<file path="config.mk">
export PLATFORM = sky130hd
export DESIGN_NAME = prioritized_interrupt_latch_controller
export DESIGN_NICKNAME = d
export VERILOG_FILES = /design/src/hdl/intc_pkg.sv /design/src/hdl/prioritized_interrupt_latch_controller.sv
export VERILOG_INCLUDE_DIRS = /design/src /design/src/hdl
export SDC_FILE = /design/constraint.sdc
export NUM_CORES = 1
export LEC_CHECK = 0
export ABC_AREA = 1
export BUFFER_PORTS_ARGS = -buffer_cell sky130_fd_sc_hd__buf_2
export CORE_MARGIN = 4
export CORE_UTILIZATION = 45
export DETAILED_ROUTE_END_ITERATION = 7
export GPL_TIMING_DRIVEN = 0
export HOLD_SLACK_MARGIN = 0.15
export PLACE_DENSITY = 0.69
export SETUP_SLACK_MARGIN = 0.1
export SLEW_MARGIN = 30
export SYNTH_ARGS = -nofsm -noshare
export SYNTH_HDL_FRONTEND = slang
export SYNTH_SLANG_ARGS = --single-unit
</file>
<file path="constraint.sdc">
create_clock -name mclk -period 2.6 [get_ports mclk]
set_clock_uncertainty 0.15 [all_clocks]
set_input_delay 0.39 -clock mclk [delete_from_list [all_inputs] [get_ports mclk]]
set_output_delay 0.39 -clock mclk [all_outputs]
set_load 0.05 [all_outputs]
</file>
<file path="src/hdl/intc_defs.svh">
`ifndef INTC_DEFS_SVH
`define INTC_DEFS_SVH

// Register addresses in the special-function area
`define ADDR_ENABLE_LOW 8'h3a
`define ADDR_ENABLE_HIGH 8'h3b
`define ADDR_LATCH_LOW 8'h3c
`define ADDR_LATCH_HIGH 8'h3d

// Latch positions
`define IL_TRAP 2
`define IL_WDOG 3
`define IL_FIRST_MASK 4
`define IL_PIN0 4
`define IL_SHARED 11
`define IL_LAST 15
`define IL_PIN1 5
`define IL_TBASE 6
`define IL_TMR1 7
`define IL_RX 8
`define IL_TX 9
`define IL_TMR3 10
`define IL_ADC 12
`define IL_SEI 13
`define IL_PIN4 14
`define IL_PIN5 15
`define IMF_BIT 0

// Vector addresses
`define VEC_RESET 16'hfffe
`define VEC_SOFT 16'hfffc
`define VEC_TRAP 16'hfffa
`define VEC_WDOG 16'hfff8
`define VEC_IL4 16'hfff6
`define VEC_STEP 16'h0002

// Reset values and timing
`define LATCH_RESET 16'h0000
`define ENABLE_RESET 12'h000
`define ACCEPT_MCYCLES 8
`define MCYCLE_CLOCKS 4
`define STACK_DEPTH 8

`endif

</file>
<file path="src/hdl/intc_pkg.sv">
package intc_pkg;

  typedef struct packed {
    logic [7:0] addr;
    logic [7:0] wdata;
    logic wr;
    logic rd;
  } sfr_req_t;

  typedef struct packed {
    logic address_trap_irq;
    logic watchdog_irq;
    logic ext_pin_zero_irq;
    logic ext_pin_one_irq;
    logic time_base_irq;
    logic timer_one_irq;
    logic serial_receive_irq;
    logic serial_transmit_irq;
    logic timer_three_irq;
    logic timer_four_irq;
    logic ext_pin_three_irq;
    logic converter_done_irq;
    logic serial_expansion_irq;
    logic ext_pin_four_irq;
    logic ext_pin_five_irq;
    logic software_irq;
    logic undefined_opcode_irq;
  } src_req_t;

  typedef enum logic {st_idle, st_seq} ctl_state_t;

endpackage

</file>
<file path="src/hdl/prioritized_interrupt_latch_controller.sv">
`timescale 1ns/1ps
`include "intc_defs.svh"

// Operation
// - Seventeen sources besides reset; four internal ones are non-maskable.
// - A hardware request sets its latch, which asks the CPU if enabled.
// - Accepting an interrupt clears that source's latch at once.
// - Reset clears every request latch.
// - Latches sit at 0x3c/0x3d; writing zero clears only that bit.
// - Writing one to a latch bit does nothing.
// - Reading the latch registers returns the current pending bits.
// - Maskable needs master and own enable; pin 0 also its pin enable.
// - Fixed priority: reset, non-maskable, then latches 4 to 15 ascending.
// - Among the non-maskable sources, software ranks over trap and trap over watchdog.
// - Vectors fffe, fffc, fffa, fff8, then fff6 down by two to ffe0.
// - Software and undefined-opcode have no latch; trap 2, watchdog 3.
// - Level 12 uses latch 11: timer four when select 0, pin three when 1.
// - Acceptance saves master enable then clears it; return restores it.
// - Acceptance takes 8 machine cycles after the current instruction.
// - The unselected source of the shared level is never latched.
module prioritized_interrupt_latch_controller #(
  parameter int MCYCLE_CLOCKS = `MCYCLE_CLOCKS,
  parameter int ACCEPT_MCYCLES = `ACCEPT_MCYCLES,
  parameter int STACK_DEPTH = `STACK_DEPTH
) (
  input wire logic mclk, // System clock
  input wire logic reset, // Synchronous reset
  input wire intc_pkg::sfr_req_t sfr, // Register access from the core
  output logic [7:0] rdata_q, // Read data, one cycle after rd
  input wire intc_pkg::src_req_t src, // Request pulses from sources
  input wire logic level12_source_select, // 0 timer four, 1 pin three
  input wire logic ext_pin0_enable, // Pin 0 enable
  input wire logic trap_output_select, // 1 trap gives reset
  input wire logic watchdog_output_select, // 1 watchdog gives reset
  input wire logic instr_done, // Current instruction completes
  input wire logic return_from_maskable, // Return instruction pulse
  output logic irq_request_q, // Latched request ready to accept
  output logic [15:0] vector_q, // Vector of best request
  output logic accepting_q, // Acceptance sequence running
  output logic accept_done_q, // Pulse in the cycle after acceptance ends
  output logic [15:0] accepted_vector_q, // Vector being serviced
  output logic master_enable_flag_q, // Master enable
  output logic malfunction_reset_q // Trap or watchdog reset request
);

  ////////////////////////////////////////////////////////////////////////////
  logic [15:0] latch_q, latch_d;
  logic [15:4] source_enable_flag_q, source_enable_flag_d;
  logic master_enable_flag_d;
  logic [STACK_DEPTH-1:0] saved_enable_q, saved_enable_d;
  logic [15:0] set_vec, wr_clr, acc_clr, eligible;
  logic [15:0] win_vec;
  logic [15:0] win_clr;
  logic win_valid, soft_req, accept;
  logic [7:0] rdata_d;
  logic irq_request_d;
  logic malfunction_reset_d;

  // Request sources onto latch positions
  always_comb begin
    set_vec = 16'h0000;
    set_vec[`IL_TRAP] = src.address_trap_irq & ~trap_output_select;
    set_vec[`IL_WDOG] = src.watchdog_irq & ~watchdog_output_select;
    set_vec[`IL_PIN0] = src.ext_pin_zero_irq;
    set_vec[`IL_PIN1] = src.ext_pin_one_irq;
    set_vec[`IL_TBASE] = src.time_base_irq;
    set_vec[`IL_TMR1] = src.timer_one_irq;
    set_vec[`IL_RX] = src.serial_receive_irq;
    set_vec[`IL_TX] = src.serial_transmit_irq;
    set_vec[`IL_TMR3] = src.timer_three_irq;
    set_vec[`IL_SHARED] = level12_source_select ? src.ext_pin_three_irq
                                                : src.timer_four_irq;
    set_vec[`IL_ADC] = src.converter_done_irq;
    set_vec[`IL_SEI] = src.serial_expansion_irq;
    set_vec[`IL_PIN4] = src.ext_pin_four_irq;
    set_vec[`IL_PIN5] = src.ext_pin_five_irq;
  end

  // Software clears: a zero written clears, a one is ignored
  always_comb begin
    wr_clr = 16'h0000;
    if (sfr.wr && sfr.addr == `ADDR_LATCH_LOW) begin
      wr_clr[7:0] = ~sfr.wdata;
    end
    if (sfr.wr && sfr.addr == `ADDR_LATCH_HIGH) begin
      wr_clr[15:8] = ~sfr.wdata;
    end
  end

  ////////////////////////////////////////////////////////////////////////////
  // Arbitration
  always_comb begin
    eligible = 16'h0000;
    for (int i = `IL_FIRST_MASK; i <= `IL_LAST; i++) begin
      eligible[i] = latch_q[i] & source_enable_flag_q[i] & master_enable_flag_q;
    end
    eligible[`IL_PIN0] = eligible[`IL_PIN0] & ext_pin0_enable;
    soft_req = src.software_irq | src.undefined_opcode_irq;
    win_valid = 1'b1;
    win_clr = 16'h0000;
    win_vec = `VEC_RESET;
    // Non-maskable first, trap ranked above watchdog
    if (latch_q[`IL_TRAP]) begin
      win_vec = `VEC_TRAP;
      win_clr[`IL_TRAP] = 1'b1;
    end else if (latch_q[`IL_WDOG]) begin
      win_vec = `VEC_WDOG;
      win_clr[`IL_WDOG] = 1'b1;
    end else if (|eligible) begin
      for (int i = `IL_LAST; i >= `IL_FIRST_MASK; i--) begin
        if (eligible[i]) begin
          win_vec = 16'(`VEC_IL4 - `VEC_STEP * 16'(i - `IL_FIRST_MASK));
          win_clr = 16'h0000;
          win_clr[i] = 1'b1;
        end
      end
    end else begin
      win_valid = 1'b0;
    end
    irq_request_d = win_valid;
  end

  ////////////////////////////////////////////////////////////////////////////
  // Acceptance sequence
  intc_pkg::ctl_state_t state_q, state_d;
  logic [7:0] mc_div_q, mc_div_d;
  logic [7:0] mc_cnt_q, mc_cnt_d;
  logic mc_en;
  logic accepting_d, accept_done_d;
  logic [15:0] accepted_vector_d;

  always_comb begin
    mc_en = (mc_div_q == 8'(MCYCLE_CLOCKS - 1));
    mc_div_d = mc_en ? 8'h00 : 8'(mc_div_q + 8'h01);
    state_d = state_q;
    mc_cnt_d = mc_cnt_q;
    accept = 1'b0;
    accepting_d = accepting_q;
    accept_done_d = 1'b0;
    accepted_vector_d = accepted_vector_q;
    acc_clr = 16'h0000;
    unique case (state_q)
      intc_pkg::st_idle: begin
        if (instr_done && (soft_req || win_valid)) begin
          accept = 1'b1;
          state_d = intc_pkg::st_seq;
          mc_cnt_d = 8'h00;
          mc_div_d = 8'h00;
          accepting_d = 1'b1;
          if (soft_req) begin
            accepted_vector_d = `VEC_SOFT;
          end else begin
            accepted_vector_d = win_vec;
            acc_clr = win_clr;
          end
        end
      end
      intc_pkg::st_seq: begin
        if (mc_en) begin
          mc_cnt_d = 8'(mc_cnt_q + 8'h01);
          if (mc_cnt_q == 8'(ACCEPT_MCYCLES - 1)) begin
            state_d = intc_pkg::st_idle;
            accepting_d = 1'b0;
            accept_done_d = 1'b1;
          end
        end
      end
    endcase
  end

  ////////////////////////////////////////////////////////////////////////////
  // Latches, enables and saved master enable
  always_comb begin
    latch_d = (latch_q & ~wr_clr & ~acc_clr) | set_vec;
    latch_d[1:0] = 2'b00;
    source_enable_flag_d = source_enable_flag_q;
    master_enable_flag_d = master_enable_flag_q;
    saved_enable_d = saved_enable_q;
    if (sfr.wr && sfr.addr == `ADDR_ENABLE_LOW) begin
      source_enable_flag_d[7:`IL_FIRST_MASK] = sfr.wdata[7:`IL_FIRST_MASK];
      master_enable_flag_d = sfr.wdata[`IMF_BIT];
    end
    if (sfr.wr && sfr.addr == `ADDR_ENABLE_HIGH) begin
      source_enable_flag_d[15:8] = sfr.wdata;
    end
    if (return_from_maskable && state_q == intc_pkg::st_idle) begin
      master_enable_flag_d = saved_enable_q[0];
      saved_enable_d = {1'b0, saved_enable_q[STACK_DEPTH-1:1]};
    end
    if (accept) begin
      saved_enable_d = {saved_enable_q[STACK_DEPTH-2:0], master_enable_flag_q};
      master_enable_flag_d = 1'b0;
    end
    malfunction_reset_d = (src.address_trap_irq & trap_output_select) |
                          (src.watchdog_irq & watchdog_output_select);
  end

  // Register reads
  always_comb begin
    rdata_d = 8'h00;
    if (sfr.rd) begin
      unique case (sfr.addr)
        `ADDR_ENABLE_LOW: rdata_d = {source_enable_flag_q[7:4], 3'b000, master_enable_flag_q};
        `ADDR_ENABLE_HIGH: rdata_d = source_enable_flag_q[15:8];
        `ADDR_LATCH_LOW: rdata_d = {latch_q[7:2], 2'b00};
        `ADDR_LATCH_HIGH: rdata_d = latch_q[15:8];
        default: rdata_d = 8'h00;
      endcase
    end
  end

  always_ff @(posedge mclk) begin
    if (reset) begin
      latch_q <= `LATCH_RESET;
      source_enable_flag_q <= `ENABLE_RESET;
      master_enable_flag_q <= 1'b0;
      saved_enable_q <= '0;
      state_q <= intc_pkg::st_idle;
      mc_div_q <= 8'h00;
      mc_cnt_q <= 8'h00;
      accepting_q <= 1'b0;
      accept_done_q <= 1'b0;
      accepted_vector_q <= `VEC_RESET;
      vector_q <= `VEC_RESET;
      irq_request_q <= 1'b0;
      rdata_q <= 8'h00;
      malfunction_reset_q <= 1'b0;
    end else begin
      latch_q <= latch_d;
      source_enable_flag_q <= source_enable_flag_d;
      master_enable_flag_q <= master_enable_flag_d;
      saved_enable_q <= saved_enable_d;
      state_q <= state_d;
      mc_div_q <= mc_div_d;
      mc_cnt_q <= mc_cnt_d;
      accepting_q <= accepting_d;
      accept_done_q <= accept_done_d;
      accepted_vector_q <= accepted_vector_d;
      vector_q <= win_vec;
      irq_request_q <= irq_request_d;
      rdata_q <= rdata_d;
      malfunction_reset_q <= malfunction_reset_d;
    end
  end

  ////////////////////////////////////////////////////////////////////////////
  // Checks
  localparam int SEQ_CLKS = ACCEPT_MCYCLES * MCYCLE_CLOCKS;
  logic [15:0] span_q;
  always_ff @(posedge mclk) begin
    if (reset || accept) begin
      span_q <= 16'h0000;
    end else if (accepting_q) begin
      span_q <= 16'(span_q + 16'h0001);
    end
  end
endmodule

</file>
---- After elaboration in Yosys (flattened, before gate mapping) ----
Cells that the tools add are included.
word-level totals
  register bits ........................... 98
  input bits .............................. 43
  output and inout port bits .............. 45
  logic and storage cells ................. 150
operators by class
  add/subtract/negate cells ............... 2
  equality and inequality tests ........... 9
  mux-type cells .......................... 65
  bitwise operators ....................... 42
  reduce and logical (&&, ||, !) cells .... 16
operator list
  operator             number
  $mux 16              31
  $mux 8               9
  $and 16x16->16       2
  $eq 8x6->1 const B   4
  $not 16->16          2
  $pmux 8 s4           1
  $and 1x1->1          29
  $add 8x1->8 const B  2
  $mux 1               16
  $or 16x16->16        1
  $pmux 8 s2           1
  $mux 13              1
  $mux 12              1
  $reduce_or 12->1     1
  $eq 8x2->1 const B   1
  $eq 8x3->1 const B   1
  $not 8->8            1
  $logic_and 1x1->1    6
  $mux 5               1
  $not 1->1            5
  $ne 2x1->1 const B   2
  $pmux 1 s2           2
  $reduce_and 2->1     2
  $reduce_bool 2->1    2
  8 further kinds      10

---- Logic depth before layout (Yosys ltp) ----
  word-level depth ........................ 23
  depth in mapped cells ................... 15
  gate-level depth less buffers ........... 13

---- Worst setup path before layout ----
No wires, ideal clock.
  path kind ............................... register to register
  start ................................... register master_enable_flag_q
  end ..................................... register latch_q[4]
  library setup time ...................... 0.132 ns
  arrival time ............................ 1.852 ns
  required time ........................... 2.318 ns
  setup slack ............................. 0.466 ns
  stages on the path, launching flop included .. 13
  buffers on the path ..................... 3
  path through ............................ dfxtp_1 > buf_6 > buf_6 > nand3_2 > nand2_2 > nor2_4 > nand2_2 > inv_2 > nand2_1 > nand4_1 > clkbuf_2 > o21ai_0 > a21oi_1
on the way
  longest elaborated chain between the ends .. 21
  elaborated cells on any way between the ends .. 39
  classes of those cells .................. mux (20); bitwise (16); reduce/logical (3)
RTL lines
  what                      RTL line                                       source
  start: declaration        prioritized_interrupt_latch_controller.sv:42   output logic master_enable_flag_q,
  start signal: assignment  prioritized_interrupt_latch_controller.sv:231  master_enable_flag_q <= master_enable_flag_d;
  $and 1x1->1               prioritized_interrupt_latch_controller.sv:95   eligible[i] = latch_q[i] & source_enable_flag_q[i] & master_enable_flag_q;
  $mux 16 (11 in a row)     prioritized_interrupt_latch_controller.sv:111  if (eligible[i]) begin
  $mux 16                   prioritized_interrupt_latch_controller.sv:109  end else if (|eligible) begin
  $mux 12                   prioritized_interrupt_latch_controller.sv:106  end else if (latch_q[`IL_WDOG]) begin
  $mux 13                   prioritized_interrupt_latch_controller.sv:103  if (latch_q[`IL_TRAP]) begin
  $mux 16                   prioritized_interrupt_latch_controller.sv:150  if (soft_req) begin
  $mux 16 *                 prioritized_interrupt_latch_controller.sv:144  if (instr_done && (soft_req || win_valid)) begin
  $mux 16 *                 prioritized_interrupt_latch_controller.sv:142  unique case (state_q)
  $not 16->16 *             prioritized_interrupt_latch_controller.sv:174  latch_d = (latch_q & ~wr_clr & ~acc_clr) | set_vec;
  $and 16x16->16 *          prioritized_interrupt_latch_controller.sv:174
  $or 16x16->16 *           prioritized_interrupt_latch_controller.sv:174
  end signal: assignment    prioritized_interrupt_latch_controller.sv:214  latch_q <= `LATCH_RESET;
  end signal: assignment    prioritized_interrupt_latch_controller.sv:229  latch_q <= latch_d;
  end: declaration          prioritized_interrupt_latch_controller.sv:47   logic [15:0] latch_q, latch_d;
Every way passes the cells marked *; elsewhere a longest branch is shown, timed or not.
A chain may end at the register's enable or synchronous reset.

---- Worst setup path after layout ----
  start ................................... register master_enable_flag_q
  end ..................................... register latch_q[3]
on the way
  longest elaborated chain between the ends .. 21
  elaborated cells on any way between the ends .. 39
  classes of those cells .................. mux (20); bitwise (16); reduce/logical (3)
RTL lines
  what                   RTL line
  $and 1x1->1            prioritized_interrupt_latch_controller.sv:95
  $mux 16 (11 in a row)  prioritized_interrupt_latch_controller.sv:111
  $mux 16                prioritized_interrupt_latch_controller.sv:109
  $mux 1                 prioritized_interrupt_latch_controller.sv:106
  $mux 13                prioritized_interrupt_latch_controller.sv:103
  $mux 16                prioritized_interrupt_latch_controller.sv:150
  $mux 16 *              prioritized_interrupt_latch_controller.sv:144
  $mux 16 *              prioritized_interrupt_latch_controller.sv:142
  $not 16->16 *          prioritized_interrupt_latch_controller.sv:174
  $and 16x16->16 *       prioritized_interrupt_latch_controller.sv:174
  $or 16x16->16 *        prioritized_interrupt_latch_controller.sv:174
Marked as above.

==> out/qor.csv <==
metric;value;unit
status;finished, final reports clean;
layout_commonest_cell;nand2_1;
end_kind;register;
nFillCells;825;
multi_input_area;1860;µm²
rsz0062_at_grt;no;
drt-vias-per-instance;5.14;
synth_area_per_cell;6.99;µm²
final_cell_mix;92 x nand2_1, 83 x inv_1, 72 x dfxtp_1, 65 x a21oi_1, 62 x buf_2;
num_rows;33;
period_needed;2.16;ns
dp.cells;734;
synthesis.area;3820;µm²
max_cap_viol_count;0;
max_stage_delay;0.36;ns
cts_setup_buffers;0;
reg2reg_to;latch_q[3]$_SDFF_PP0_;
synth_top_area_share;37.7;%
seq_area_frac_synth;37.7;%
grt_usage;20.7;%
hp-class;in2reg;
r2r_slack;0.44;ns
fmax;464;MHz
insertion_delay;0.35;ns
fin_cells;758;
post-route-drc-count;0;
relSlewSlack;53.0;%
path_max_fanout;10;
drt_wl_total;10300;µm
maxSlewViolCount;0;
numPortBuffers;60;
dr.pass1.iters;5;
start_kind;register;
start_util;46.3;%
max-clock-path-buffers;2;
synth_cell_types;38;
cts_tree;done;
crit_start;master_enable_flag_q$_SDFFE_PP0P_;
final_layout_size_suffix_gt1_share;20.5;%
hpwl;7810;µm
path_depth;12;
ys_warn_count;0;
grt_pass1_vias;3452;
grt-ovfl-total;0;
n_antenna_cell;0;
leakage;2.16;nW
setup_viol;0;
die_area;10000;µm²
ys_ff_latch;72;
slowest_stage;dfxtp_1;
numCtsBuffers;9;
arrival;2.21;ns
ctsHoldBuffers;8;
required;2.65;ns
crit_type;reg2reg;
crit_chain;buf_6 > buf_6 > nand3_2 > nand2_2 > nor2_4 > nand2_2 > inv_2 > nand2_1 > nand4_1 > clkbuf_2 > o21ai_0 > a21oi_1;
io_pins;88;
num_vias;3893;
synth_edf_count;0;
cts_root_buffer;clkbuf_8;
cts_htree_levels;3;
areaGrowthSynthToFinish;20.9;%
crit_end;latch_q[3]$_SDFF_PP0_;
power.density;540;nW/µm²
timing.final.crit_share;83.0;%
async_flop_share;0;%
cp_num_buf_inv;4;
r2r_cells;12;
syn_inst;547;
cts_resized;0;
wl_per_cell;13.6;µm
cpLargestDelayFamily;buffers and inverters;
fp.coreArea;8260;µm²
r2r_start;master_enable_flag_q$_SDFFE_PP0P_;
place_congestion;0.919;
drt_iter0_markers;235;
grt_max_degree;13;
ys_top_cells_by_area;dfxtp_1 38%, nand2_1 9.0%, a21oi_1 8.5%, inv_1 8.1%, nand3_1 5.4%;
hold_violations;0;
ant_nets;0;
ff_latch_area;1440;µm²
dieWidth;100;µm
synth_ff_type;dfxtp_1;
numClockSinks;72;
tightestPinTransition;0.705;ns
clk_pin_slew;0.08;ns
timing.setup.tns;0;ns
final_nets;693;
antenna_found_initial;0;
die_h;100;µm
grt_pass1_wl;16600;µm
synth_area_leader_cell;dfxtp_1;
vdd_drop_max;254;µV
==> layer usage <==
layer	GRT usage [%]	vias to the layer above	share of wire [%]
met2	32.1	143	46
met5	0	-	0
met3	4.66	11	7.9
met1	29.1	1786	45
met4	5.80	0	1.1
li1	-	1953	-
==> worst min-delay path by stage <==
stage	slack, ns	to	start	depth (start not counted)
5_1_grt	0.15	latch_q[7]$_SDFF_PP0_	src[11]	3
2_1_floorplan	0.27	mc_div_q[0]$_SDFF_PP0_	mc_div_q[0]$_SDFF_PP0_	1
3_3_place_gp	0.28	mc_div_q[0]$_SDFF_PP0_	mc_div_q[0]$_SDFF_PP0_	1
3_5_place_dp	0.29	accepting_q$_SDFFE_PP0P_	accepting_q$_SDFFE_PP0P_	2
6_report	0.15	latch_q[2]$_SDFF_PP0_	trap_output_select	4
4_1_cts	0.15	latch_q[2]$_SDFF_PP0_	src[16]	3
==> cell type report <==
class                   instances  area share, %
plain buffers                  40           6.17
clock buffers                  11           3.27
clock inverters                 5           1.19
inverters                      86           6.98
multi-input cells             371           40.2
flip-flops and latches         72           31.2
well taps                     105           2.84
repair buffers                 68           8.22
==> worst register-to-register path, stage by stage (launching register included) <==
cell      delay (ns)
dfxtp_1         0.36
buf_6           0.15
buf_6           0.17
nand3_2         0.11
nand2_2         0.13
nor2_4          0.05
nand2_2         0.08
inv_2           0.06
nand2_1         0.05
nand4_1         0.17
clkbuf_2        0.26
o21ai_0         0.20
a21oi_1         0.08
==> power by group <==
part	internal (W)	total (W)	switching [W]	leakage (nW)
clock network	0.000492	0.000929	0.000436	0.101
registers	0.00114	0.00117	0.0000236	0.588
logic	0.000128	0.000403	0.000274	1.47
==> cell families (layout without fill, tap and decap cells) <==
kind of cell,after synthesis,after routing,share of synthesized area (%)
simple gates,226,226,28.8
flops,72,72,37.7
mux,1,1,0.262
other cells,2,24,0.196
buf+inv,126,210,15.9
xor+xnor,3,3,0.687
fa+ha+maj,2,2,0.654
compound gates,115,115,15.8
==> metrics by stage <==
| stage | instance area (µm²) | power (W) | worst slack, ns | utilization (%) | hold WS [ns] |
|---|---|---|---|---|---|
| 2_1_floorplan | 3910 | 0.00148 | 0.466 | - | 0.268 |
| 3_3_place_gp | 4340 | 0.00158 | 0.227 | 52.5 | 0.283 |
| 3_5_place_dp | 4340 | 0.00158 | 0.180 | 52.5 | 0.287 |
| 4_1_cts | 4630 | 0.00250 | 0.449 | 56.0 | 0.154 |
| 5_1_grt | 4630 | 0.00261 | 0.265 | 56.0 | 0.153 |
| 6_report | 4630 | 0.00250 | 0.443 | 56.0 | 0.152 |
==> synth_stat cells, types with 2 or more instances <==
library cell	n
dfxtp_1	72
nor2_2	4
nor2_4	3
buf_6	4
buf_4	24
or2_2	2
o22ai_1	7
nor3_1	11
nand2_2	7
a21oi_1	65
clkbuf_1	8
nand3b_1	3
nand2_1	92
nand3_4	3
conb_1	2
o21ai_0	26
nand3_2	4
xor2_1	3
nand3_1	41
nand4_1	14
o211ai_1	2
a31oi_1	4
buf_2	2
clkinv_1	2
o21ai_1	7
nor2_1	38
a21boi_0	3
ha_1	2
inv_1	83
==> registers in the layout (all words and copies together), names as in the netlist <==
register / count
master_enable_flag_q: 1
irq_request_q: 1
accepted_vector_q: 4
latch_q: 14
source_enable_flag_q: 12
mc_div_q: 8
state_q: 1
accept_done_q: 1
malfunction_reset_q: 1
mc_cnt_q: 8
accepting_q: 1
saved_enable_q: 8
vector_q: 4
rdata_q: 8
(Power assumes the default switching activity.)
